`src/core/sfa_pkg.sv`:
```
package sfa_pkg;

  // Register port map
  localparam int          REG_AW          = 4;
  localparam logic [3:0]  REG_EXT_SEG     = 4'h0;
  localparam logic [3:0]  REG_STATUS      = 4'h4;
  localparam logic [7:0]  EXT_SEG_RST     = 8'h00;
  localparam int          ST_WIDE_BIT     = 0;
  localparam int          ST_QUAD_BIT     = 1;
  localparam int          ST_OVF_BIT      = 2;
  localparam int          ST_REJ_BIT      = 3;
  localparam int          ST_OP_LSB       = 8;

  // Address forming
  localparam int          BYTE_BITS       = 8;
  localparam int          ADDR3_BITS      = 24;
  localparam int          ADDR4_BITS      = 32;
  localparam int          ARRAY_BITS      = 25;
  localparam int          DUMMY_STD       = 8;
  localparam int          DUMMY_QIO       = 6;

  // Lane masks for the data-out phase
  localparam logic [3:0]  OE_X1           = 4'h2;
  localparam logic [3:0]  OE_X2           = 4'h3;
  localparam logic [3:0]  OE_X4           = 4'hf;

  // Opcodes
  localparam logic [7:0]  OP_ENTER_WIDE   = 8'hb7;
  localparam logic [7:0]  OP_EXIT_WIDE    = 8'he9;
  localparam logic [7:0]  OP_QUAD_ENTER   = 8'h35;
  localparam logic [7:0]  OP_QUAD_EXIT    = 8'hf5;
  localparam logic [7:0]  OP_CHIP_ERASE_A = 8'h60;
  localparam logic [7:0]  OP_CHIP_ERASE_B = 8'hc7;
  localparam logic [7:0]  OP_READ         = 8'h03;
  localparam logic [7:0]  OP_FAST         = 8'h0b;
  localparam logic [7:0]  OP_READ_2IO     = 8'hbb;
  localparam logic [7:0]  OP_READ_2O      = 8'h3b;
  localparam logic [7:0]  OP_READ_4IO     = 8'heb;
  localparam logic [7:0]  OP_READ_4IO_TOP = 8'hea;
  localparam logic [7:0]  OP_READ_4O      = 8'h6b;
  localparam logic [7:0]  OP_READ4        = 8'h13;
  localparam logic [7:0]  OP_FAST4        = 8'h0c;
  localparam logic [7:0]  OP_READ4_2IO    = 8'hbc;
  localparam logic [7:0]  OP_READ4_2O     = 8'h3c;
  localparam logic [7:0]  OP_READ4_4IO    = 8'hec;
  localparam logic [7:0]  OP_READ4_4O     = 8'h6c;
  localparam logic [7:0]  OP_PROG         = 8'h02;
  localparam logic [7:0]  OP_PROG_4IO     = 8'h38;
  localparam logic [7:0]  OP_ERASE_SECT   = 8'h20;
  localparam logic [7:0]  OP_ERASE_32K    = 8'h52;
  localparam logic [7:0]  OP_ERASE_64K    = 8'hd8;

  typedef enum logic [1:0] {
    CMD_READ,
    CMD_PROGRAM,
    CMD_ERASE,
    CMD_CHIP_ERASE
  } sfa_kind_type;

  typedef struct packed {
    sfa_kind_type kind;
    logic [7:0]   opcode;
    logic [31:0]  addr;
  } sfa_cmd_type;

  typedef enum logic [2:0] {
    LS_OPCODE,
    LS_ADDR,
    LS_DUMMY,
    LS_DATA,
    LS_IGNORE
  } sfa_state_type;

endpackage

```
`src/core/sfa_addr_mode_ctrl.sv`:
```
`timescale 1ns/1ps
// Summary of operation
// - Works with clock idling high or low
// - Offer 32-bit addressing for full array
// - Enter-wide command sets wide-address flag
// - Wide flag means 32 address bits; exit restores
// - Wide mode ignores segment bit zero
// - Dedicated 4-byte opcodes always take 32 bits
// - Eight-bit volatile segment register supplies A31-A24
// - Upper segment bits read zero; bit0 resets zero
// - 3-byte accesses act within selected segment; EAh uses the upper segment outside wide mode
// - Continuous read crosses segments, register unchanged
// - New 3-byte address stays in segment
// - Chip erase covers whole array always
// - Opcode 35h enters four-line command protocol
// - Opcode F5h returns to single-line commands
// - Mode commands need select rise on byte boundary
// - Sample on clock rise, launch on fall
module sfa_addr_mode_ctrl
  import sfa_pkg::*;
(
  // Clock and reset
  input  wire logic              core_clk,
  input  wire logic              reset_n,
  // Register port
  input  wire logic [REG_AW-1:0] reg_addr,
  input  wire logic [31:0]       reg_wdata,
  input  wire logic              reg_wr,
  input  wire logic              reg_rd,
  output logic [31:0]            reg_rdata,
  // Serial link pins
  input  wire logic              cs_n,
  input  wire logic              sclk,
  input  wire logic [3:0]        io_in,
  output logic [3:0]             io_out,
  output logic [3:0]             io_oe,
  // Array read side
  output logic [31:0]            array_addr,
  input  wire logic [7:0]        array_byte,
  // Decoded command stream
  output logic                   cmd_valid,
  input  wire logic              cmd_ready,
  output sfa_cmd_type            cmd_data,
  // Mode indications
  output logic                   wide_address_flag,
  output logic                   quad_mode
);

  function automatic logic is_4b(input logic [7:0] op);
    return op == OP_READ4 || op == OP_FAST4 || op == OP_READ4_2IO || op == OP_READ4_2O ||
           op == OP_READ4_4IO || op == OP_READ4_4O;
  endfunction

  function automatic logic is_read(input logic [7:0] op);
    return is_4b(op) || op == OP_READ || op == OP_FAST || op == OP_READ_2IO ||
           op == OP_READ_2O || op == OP_READ_4IO || op == OP_READ_4IO_TOP || op == OP_READ_4O;
  endfunction

  function automatic logic is_prog(input logic [7:0] op);
    return op == OP_PROG || op == OP_PROG_4IO;
  endfunction

  function automatic logic is_erase(input logic [7:0] op);
    return op == OP_ERASE_SECT || op == OP_ERASE_32K || op == OP_ERASE_64K;
  endfunction

  // Lines used per clock; out_ph selects the data-out phase
  function automatic logic [2:0] lanes(input logic [7:0] op, input logic quad, input logic out_ph);
    if (quad || op == OP_READ_4IO || op == OP_READ4_4IO || op == OP_READ_4IO_TOP ||
        (op == OP_PROG_4IO && !out_ph)) begin
      return 3'h4;
    end else if (out_ph && (op == OP_READ_4O || op == OP_READ4_4O)) begin
      return 3'h4;
    end else if (op == OP_READ_2IO || op == OP_READ4_2IO ||
                 (out_ph && (op == OP_READ_2O || op == OP_READ4_2O))) begin
      return 3'h2;
    end else begin
      return 3'h1;
    end
  endfunction

  function automatic logic [31:0] shift_in(input logic [31:0] sr, input logic [3:0] io,
                                           input logic [2:0] n);
    case (n)
      3'h4:    return {sr[27:0], io};
      3'h2:    return {sr[29:0], io[1:0]};
      default: return {sr[30:0], io[0]};
    endcase
  endfunction

  // Pin synchronisers; stage 1 feeds stage 2 only
  logic       cs_s1, cs_s2, cs_s3;
  logic       ck_s1, ck_s2, ck_s3;
  logic [3:0] io_s1, io_s2;

  always_ff @(posedge core_clk) begin
    if (!reset_n) begin
      cs_s1 <= 1'b1;
      cs_s2 <= 1'b1;
      cs_s3 <= 1'b1;
      ck_s1 <= 1'b0;
      ck_s2 <= 1'b0;
      ck_s3 <= 1'b0;
      io_s1 <= 4'h0;
      io_s2 <= 4'h0;
    end else begin
      cs_s1 <= cs_n;
      cs_s2 <= cs_s1;
      cs_s3 <= cs_s2;
      ck_s1 <= sclk;
      ck_s2 <= ck_s1;
      ck_s3 <= ck_s2;
      io_s1 <= io_in;
      io_s2 <= io_s1;
    end
  end

  logic sck_rise, sck_fall, sel, cs_rise;
  assign sck_rise = ck_s2 && !ck_s3 && !cs_s2;
  assign sck_fall = !ck_s2 && ck_s3 && !cs_s2;
  assign sel      = !cs_s2;
  assign cs_rise  = cs_s2 && !cs_s3;

  sfa_state_type state_r;
  logic [31:0]   sr_r;
  logic [5:0]    ph_cnt_r;
  logic [2:0]    bit_mod_r;
  logic [7:0]    op_r;
  logic [31:0]   cmd_addr_r;
  logic          seg_r;
  logic          pend_r;
  sfa_cmd_type   pend_data_r;
  logic          ovf_pulse_r;
  logic          rej_pulse_r;
  logic          buf_ready;

  logic [2:0]    in_lanes;
  logic [31:0]   sr_next;
  logic [5:0]    ph_next;
  logic [5:0]    addr_need;
  logic [7:0]    dummy_need;
  logic [31:0]   eff_addr;
  sfa_cmd_type   new_cmd;

  always_comb begin
    in_lanes   = (state_r == LS_OPCODE) ? (quad_mode ? 3'h4 : 3'h1) : lanes(op_r, quad_mode, 1'b0);
    sr_next    = shift_in(sr_r, io_s2, in_lanes);
    ph_next    = ph_cnt_r + {3'h0, in_lanes};
    // wide flag or 4-byte opcode widens
    addr_need  = (wide_address_flag || is_4b(op_r)) ? 6'(ADDR4_BITS) : 6'(ADDR3_BITS);
    dummy_need = (op_r == OP_READ || op_r == OP_READ4) ? 8'h00 :
                 (lanes(op_r, 1'b0, 1'b0) == 3'h4) ? 8'(DUMMY_QIO) : 8'(DUMMY_STD);
    // in wide mode the segment bit is unused
    if (wide_address_flag || is_4b(op_r)) begin
      eff_addr = {7'h00, sr_next[ARRAY_BITS-1:0]};
    // segment bit sits above 24 bits
    end else if (op_r == OP_READ_4IO_TOP) begin
      eff_addr = {7'h00, 1'b1, sr_next[ADDR3_BITS-1:0]};
    end else begin
      eff_addr = {7'h00, seg_r, sr_next[ADDR3_BITS-1:0]};
    end
    new_cmd.opcode = op_r;
    new_cmd.addr   = eff_addr;
    new_cmd.kind   = is_read(op_r) ? CMD_READ : is_prog(op_r) ? CMD_PROGRAM : CMD_ERASE;
  end

  // Command framing state machine; runs on sampled clock rises
  always_ff @(posedge core_clk) begin
    if (!reset_n) begin
      state_r           <= LS_OPCODE;
      sr_r              <= 32'h0;
      ph_cnt_r          <= 6'h0;
      bit_mod_r         <= 3'h0;
      op_r              <= 8'h00;
      cmd_addr_r        <= 32'h0;
      wide_address_flag <= 1'b0;
      quad_mode         <= 1'b0;
      rej_pulse_r       <= 1'b0;
    end else begin
      rej_pulse_r <= 1'b0;
      if (cs_rise) begin
        if (state_r == LS_IGNORE && bit_mod_r == 3'h0) begin
          case (op_r)
            OP_ENTER_WIDE: wide_address_flag <= 1'b1;
            OP_EXIT_WIDE:  wide_address_flag <= 1'b0;
            OP_QUAD_ENTER: quad_mode <= 1'b1;
            OP_QUAD_EXIT:  quad_mode <= 1'b0;
            default:       ;
          endcase
        end else if (state_r == LS_IGNORE) begin
          rej_pulse_r <= 1'b1;
        end
      end
      if (!sel) begin
        state_r   <= LS_OPCODE;
        ph_cnt_r  <= 6'h0;
        bit_mod_r <= 3'h0;
      end else if (sck_rise) begin
        sr_r      <= sr_next;
        bit_mod_r <= bit_mod_r + in_lanes;
        case (state_r)
          LS_OPCODE: begin
            ph_cnt_r <= ph_next;
            if (ph_next == 6'(BYTE_BITS)) begin
              op_r     <= sr_next[7:0];
              ph_cnt_r <= 6'h0;
              if (is_read(sr_next[7:0]) || is_prog(sr_next[7:0]) || is_erase(sr_next[7:0])) begin
                state_r <= LS_ADDR;
              end else begin
                state_r <= LS_IGNORE;
              end
            end
          end
          LS_ADDR: begin
            ph_cnt_r <= ph_next;
            if (ph_next == addr_need) begin
              cmd_addr_r <= eff_addr;
              ph_cnt_r   <= 6'h0;
              if (!is_read(op_r)) begin
                state_r <= LS_IGNORE;
              end else if (dummy_need == 8'h00) begin
                state_r <= LS_DATA;
              end else begin
                state_r <= LS_DUMMY;
              end
            end
          end
          LS_DUMMY: begin
            ph_cnt_r <= ph_cnt_r + 6'h1;
            if (8'(ph_cnt_r) + 8'h01 == dummy_need) begin
              state_r <= LS_DATA;
            end
          end
          default: ;
        endcase
      end
    end
  end

  // Command hand-off; a pending word waits for buffer room
  always_ff @(posedge core_clk) begin
    if (!reset_n) begin
      pend_r      <= 1'b0;
      pend_data_r <= '0;
      ovf_pulse_r <= 1'b0;
    end else begin
      ovf_pulse_r <= 1'b0;
      if (pend_r && buf_ready) begin
        pend_r <= 1'b0;
      end
      if (sck_rise && state_r == LS_ADDR && ph_next == addr_need) begin
        if (pend_r && !buf_ready) begin
          ovf_pulse_r <= 1'b1;
        end else begin
          pend_r      <= 1'b1;
          pend_data_r <= new_cmd;
        end
      end else if (cs_rise && state_r == LS_IGNORE && bit_mod_r == 3'h0 &&
                   (op_r == OP_CHIP_ERASE_A || op_r == OP_CHIP_ERASE_B)) begin
        if (pend_r && !buf_ready) begin
          ovf_pulse_r <= 1'b1;
        end else begin
          pend_r             <= 1'b1;
          pend_data_r.kind   <= CMD_CHIP_ERASE;
          pend_data_r.opcode <= op_r;
          pend_data_r.addr   <= 32'h0;
        end
      end
    end
  end

  sfa_pair_buf #(
    .W ($bits(sfa_cmd_type))
  ) u_buf (
    .core_clk  (core_clk),
    .reset_n   (reset_n),
    .in_valid  (pend_r),
    .in_ready  (buf_ready),
    .in_data   (pend_data_r),
    .out_valid (cmd_valid),
    .out_ready (cmd_ready),
    .out_data  (cmd_data)
  );

  // Data-out shifter
  logic [7:0]            out_sh_r;
  logic [2:0]            out_cnt_r;
  logic [ARRAY_BITS-1:0] offs_r;
  logic [2:0]            out_lanes;
  logic [7:0]            out_src;

  assign out_lanes = lanes(op_r, quad_mode, 1'b1);
  assign out_src   = (out_cnt_r == 3'h0) ? array_byte : out_sh_r;

  always_ff @(posedge core_clk) begin
    if (!reset_n) begin
      out_sh_r   <= 8'h00;
      out_cnt_r  <= 3'h0;
      offs_r     <= '0;
      io_out     <= 4'h0;
      io_oe      <= 4'h0;
      array_addr <= 32'h0;
    end else begin
      // offset wraps across segments, seg_r untouched
      array_addr <= {7'h00, cmd_addr_r[ARRAY_BITS-1:0] + offs_r};
      if (!sel || state_r != LS_DATA) begin
        out_cnt_r <= 3'h0;
        offs_r    <= '0;
        io_oe     <= 4'h0;
      end else if (sck_fall) begin
        out_cnt_r <= out_cnt_r + out_lanes;
        out_sh_r  <= out_src << out_lanes;
        if (out_cnt_r + out_lanes == 3'h0) begin
          offs_r <= offs_r + 1'b1;
        end
        case (out_lanes)
          3'h4: begin
            io_out <= out_src[7:4];
            io_oe  <= OE_X4;
          end
          3'h2: begin
            io_out <= {2'h0, out_src[7:6]};
            io_oe  <= OE_X2;
          end
          default: begin
            io_out <= {2'h0, out_src[7], 1'b0};
            io_oe  <= OE_X1;
          end
        endcase
      end
    end
  end

  // Registers: segment, sticky status
  logic ovf_r, rej_r;
  logic [31:0] status_word;
  assign status_word = {16'h0, op_r, 4'h0, rej_r, ovf_r, quad_mode, wide_address_flag};

  always_ff @(posedge core_clk) begin
    if (!reset_n) begin
      seg_r     <= EXT_SEG_RST[0];
      ovf_r     <= 1'b0;
      rej_r     <= 1'b0;
      reg_rdata <= 32'h0;
    end else begin
      if (reg_wr && reg_addr == REG_EXT_SEG) begin
        seg_r <= reg_wdata[0];
      end
      // Set wins over a write-one clear in the same cycle
      ovf_r <= ovf_pulse_r || (ovf_r && !(reg_wr && reg_addr == REG_STATUS && reg_wdata[ST_OVF_BIT]));
      rej_r <= rej_pulse_r || (rej_r && !(reg_wr && reg_addr == REG_STATUS && reg_wdata[ST_REJ_BIT]));
      reg_rdata <= 32'h0;
      if (reg_rd) begin
        case (reg_addr)
          REG_EXT_SEG: reg_rdata <= {24'h0, 7'h00, seg_r};
          REG_STATUS:  reg_rdata <= status_word;
          default:     reg_rdata <= 32'h0;
        endcase
      end
    end
  end

endmodule

```
`src/core/sfa_pair_buf.sv`:
```
`timescale 1ns/1ps
module sfa_pair_buf #(
  parameter int W = 42
) (
  // Clock and reset
  input  wire logic         core_clk,
  input  wire logic         reset_n,
  // Fill side
  input  wire logic         in_valid,
  output logic              in_ready,
  input  wire logic [W-1:0] in_data,
  // Drain side
  output logic              out_valid,
  input  wire logic         out_ready,
  output logic [W-1:0]      out_data
);
  logic [W-1:0] tail_r;
  logic [1:0]   cnt_r;
  logic         push;
  logic         pop;

  assign in_ready = (cnt_r != 2'h2);
  assign push     = in_valid && in_ready;
  assign pop      = out_valid && out_ready;

  always_ff @(posedge core_clk) begin
    if (!reset_n) begin
      cnt_r     <= 2'h0;
      out_valid <= 1'b0;
    end else begin
      cnt_r     <= cnt_r + {1'b0, push} - {1'b0, pop};
      out_valid <= (cnt_r + {1'b0, push} - {1'b0, pop}) != 2'h0;
    end
  end

  // Head is always the oldest word, so the output stays a plain flop
  always_ff @(posedge core_clk) begin
    if (!reset_n) begin
      out_data <= '0;
      tail_r   <= '0;
    end else begin
      if (pop) begin
        out_data <= (cnt_r == 2'h2) ? tail_r : in_data;
      end else if (push && cnt_r == 2'h0) begin
        out_data <= in_data;
      end
      if (push && ((cnt_r == 2'h1 && !pop) || (cnt_r == 2'h2 && pop))) begin
        tail_r <= in_data;
      end
    end
  end
endmodule

```
`config.mk`:
```
export PLATFORM = sky130hd
export DESIGN_NAME = sfa_addr_mode_ctrl
export DESIGN_NICKNAME = d
export VERILOG_FILES = /design/src/core/sfa_pkg.sv /design/src/core/sfa_addr_mode_ctrl.sv /design/src/core/sfa_pair_buf.sv
export SDC_FILE = /design/constraint.sdc
export NUM_CORES = 1
export LEC_CHECK = 0
export ABC_CLOCK_PERIOD_IN_PS = 7800
export BUFFER_PORTS_ARGS = -buffer_cell sky130_fd_sc_hd__buf_2
export CORE_MARGIN = 10
export CORE_UTILIZATION = 60
export DETAILED_ROUTE_END_ITERATION = 12
export PLACE_DENSITY = 0.91
export SYNTH_ARGS = -nofsm -noshare
export SYNTH_HDL_FRONTEND = slang
export SYNTH_SLANG_ARGS = --single-unit
```
`constraint.sdc`:
```
create_clock -name core_clk -period 7.8 [get_ports core_clk]
set_clock_uncertainty 0.1 [all_clocks]
set_input_delay 0.78 -clock core_clk [delete_from_list [all_inputs] [get_ports core_clk]]
set_output_delay 0.78 -clock core_clk [all_outputs]
set_load 0.005 [all_outputs]
```
==> metrics.cfg <==
[sta]
max_freq_mhz=162
relSlewSlack_pct=15.4
period_needed_ns=6.17
post-route-period-util_pct=79.1
rsz0062_at_grt=false
setup_violations=0
finalWorstSetupSlack_ns=1.63
fin_setup_tns_ns=0
hold_violations=0
report.final.slew_viol_count=0
tightest_slew_ns=1.26

[floorplanning]
die_y_um=169
die_area_mm2=0.0286
die_w_um=169
rows=54
start_util_pct=61.0
ios=172
core_area_mm2=0.0218

[min_path]
hold_path.startpoint=io_in[0]
hold_path.class=input pin to flip-flop

[power_and_ir_drop]
vdd_drop_max_mv=0.215
leakagePower_nw=5.96
p_per_area_mw_per_mm2=206

[synthesis]
syn_area_mm2=0.0133
synth-async-reset-ratio_pct=0
synth.distinct_cells=80
synth_top_area_share_pct=41.9
synth_most_common_cell=dfxtp_1
synth_edf_count=0
ys_top_cells_by_count=279 x dfxtp_1, 199 x nor2_1, 188 x nand2_1
synthCells=1556
synth_area_leader_cell=dfxtp_1
synth_ff_type=dfxtp_1
syn_area_per_cell_um2=8.56
yosys-top-cells-area=dfxtp_1 42%, nor2_1 5.6%, a211oi_1 5.3%
yosys_warnings=0
seq_area_frac_synth_pct=41.9
ys_ff_latch=279

[run_status]
status=complete, no violations

[global_route]
grt.overflow.total=0
antenna_found_initial=0
grt_pass1_wl_mm=54.6
grt_start_max_net_pins=79
grt_pass1_vias=11100
grt_usage_pct=22.0

[clock_tree]
cts_setup_buffers=0
cts-root-buf=clkbuf_16
cts.htree.levels=1
clock-sinks=279
path_clk_slew_ns=0.06
cts_made_buffers=28
hold_buffers=0
cts_tree=built
clk_latency_ns=0.55
ctsResizeCount=0
clockBufferDepth=3

[setup_path]
crit_fanout=32
r2r-start=op_r[5]$_SDFFE_PN0P_
crit_type=flip-flop to flip-flop
cp-start-kind=flip-flop
r2r_slack_ns=1.63
worst_ep_arrival_time_ns=6.45
cp-end-kind=flip-flop
slowest_delay_ns=0.78
crit_chain=nor2b_1 > nor4b_1 > o211ai_1 > and2_1 > buf_4 > inv_1 > ha_1 > and2_1 > a32o_1 > a211o_1 > a2111o_1 > a211o_1 > nand2_1 > nand2_1 > o22ai_2 > o32ai_1
cp_slowest_cell=o22ai_2
critical_path_required_ns=8.07
crit_path_start=op_r[5]$_SDFFE_PN0P_

[routing]
post_drt_via_cell_ratio=6.02
via_count=11500
dr.pass1.iters=6
ant_nets=0
dr.first_iter.drc_count=992
routedWlPerCell_um=17.3
remaining_drc_errors=0
routed_wl_mm=33.1

[placed_design]
place_ws_ns=1.87
io_buffers=108
post-dp-hpwl_mm=22.5
place_congestion=0.944

[final_layout]
antennaDiodeCount=0
nNetsFinal=1703
fill_cells=1682
area_growth_pct=11.0
drive_above_1_share_pct=12.7
multi_input_area_mm2=0.00713
seq_area_mm2=0.00559

[job]
max_cap_violations=0

## final cells by class
type,instances,area share [%]
timing repair buffer,124,4.47
tap,280,2.37
clock buffer,36,5.42
inverter,22,0.576
sequential,279,37.8
clock inverter,14,1.15
multi-input combinational,1157,48.2
## report_power, final
group / leakage (nW) / switching [W] / internal [W]
logic: 3.22 / 0.000109 / 0.0000629
registers: 2.25 / 0.0000196 / 0.00146
clock network: 0.483 / 0.000573 / 0.000826
## stage by stage
stage          area [um^2]  instances  utilization (%)  hold WS, ns  total power, W
2_1_floorplan        13400       1589                -        0.286         0.00163
3_3_place_gp         13800       1862             63.3        0.293         0.00167
3_5_place_dp         13800       1862             63.3        0.307         0.00168
4_1_cts              14800       1912             67.7        0.329         0.00306
5_1_grt              14800       1912             67.7        0.340         0.00313
6_report             14800       1912             67.7        0.334         0.00305
## kinds of logic (layout without fill, tap and decap cells)
| group | Yosys count | after routing | share of synthesized area, % |
|---|---|---|---|
| AO/OA/AOI/OAI | 365 | 365 | 19.4 |
| XOR/XNOR | 46 | 46 | 3.13 |
| adder cells (fa/ha/maj) | 36 | 36 | 3.55 |
| buffers and inverters | 153 | 196 | 5.71 |
| flip-flops | 279 | 279 | 41.9 |
| multiplexers | 68 | 68 | 5.15 |
| other | 1 | 34 | 0.0282 |
| AND/OR/NAND/NOR | 608 | 608 | 21.1 |
## sequential cells by signal, indices dropped and copies added, names as in the netlist, 2 cells and up
register / flops
pend_data_r: 35
u_buf.out_data: 35
u_buf.tail_r: 35
array_addr: 25
cmd_addr_r: 25
offs_r: 25
sr_r: 24
reg_rdata: 12
op_r: 8
out_sh_r: 8
ph_cnt_r: 6
io_out: 4
io_s1: 4
io_s2: 4
bit_mod_r: 3
io_oe: 3
out_cnt_r: 3
state_r: 3
u_buf.cnt_r: 2
## final timing paths
kind / to / depth (start not counted)
worst max-delay path: pend_data_r[8]$_SDFFE_PN0P_ / 16
worst min-delay path: io_s1[0]$_SDFF_PN0_ / 2
worst max register to register: pend_data_r[8]$_SDFFE_PN0P_ / 16
worst min register to register: cs_s2$_SDFF_PN1_ / 1
## cells in the final DEF (no fill, tap or decap), types with 28 or more instances in the layout
master,instances
conb_1,34
dfxtp_1,279
and2_1,31
mux2i_1,64
ha_1,33
nand3_1,39
buf_2,108
nor3_1,31
and3_1,31
clkbuf_16,28
o21ai_0,30
nor2_1,199
nand2_1,187
a21oi_1,107
a211oi_1,94
## critical path, delay by kind of cell (launching register included)
kind | cells | cell delay (ns)
AOI/OAI and AO/OA | 7 | 2.49
and+or+nand+nor | 6 | 1.64
buffers and inverters | 2 | 0.80
DFF | 1 | 0.52
adders and majority gates | 1 | 0.44
## layer usage
| layer | track usage, % | up-vias | part of all wire [%] |
|---|---|---|---|
| met2 | 35.3 | 484 | 45 |
| met3 | 4.24 | 78 | 8.7 |
| met5 | 0 | - | 0 |
| met4 | 6.34 | 0 | 2.1 |
| li1 | - | 5576 | - |
| met1 | 29.6 | 5371 | 44 |
(Power assumes the default switching activity.)
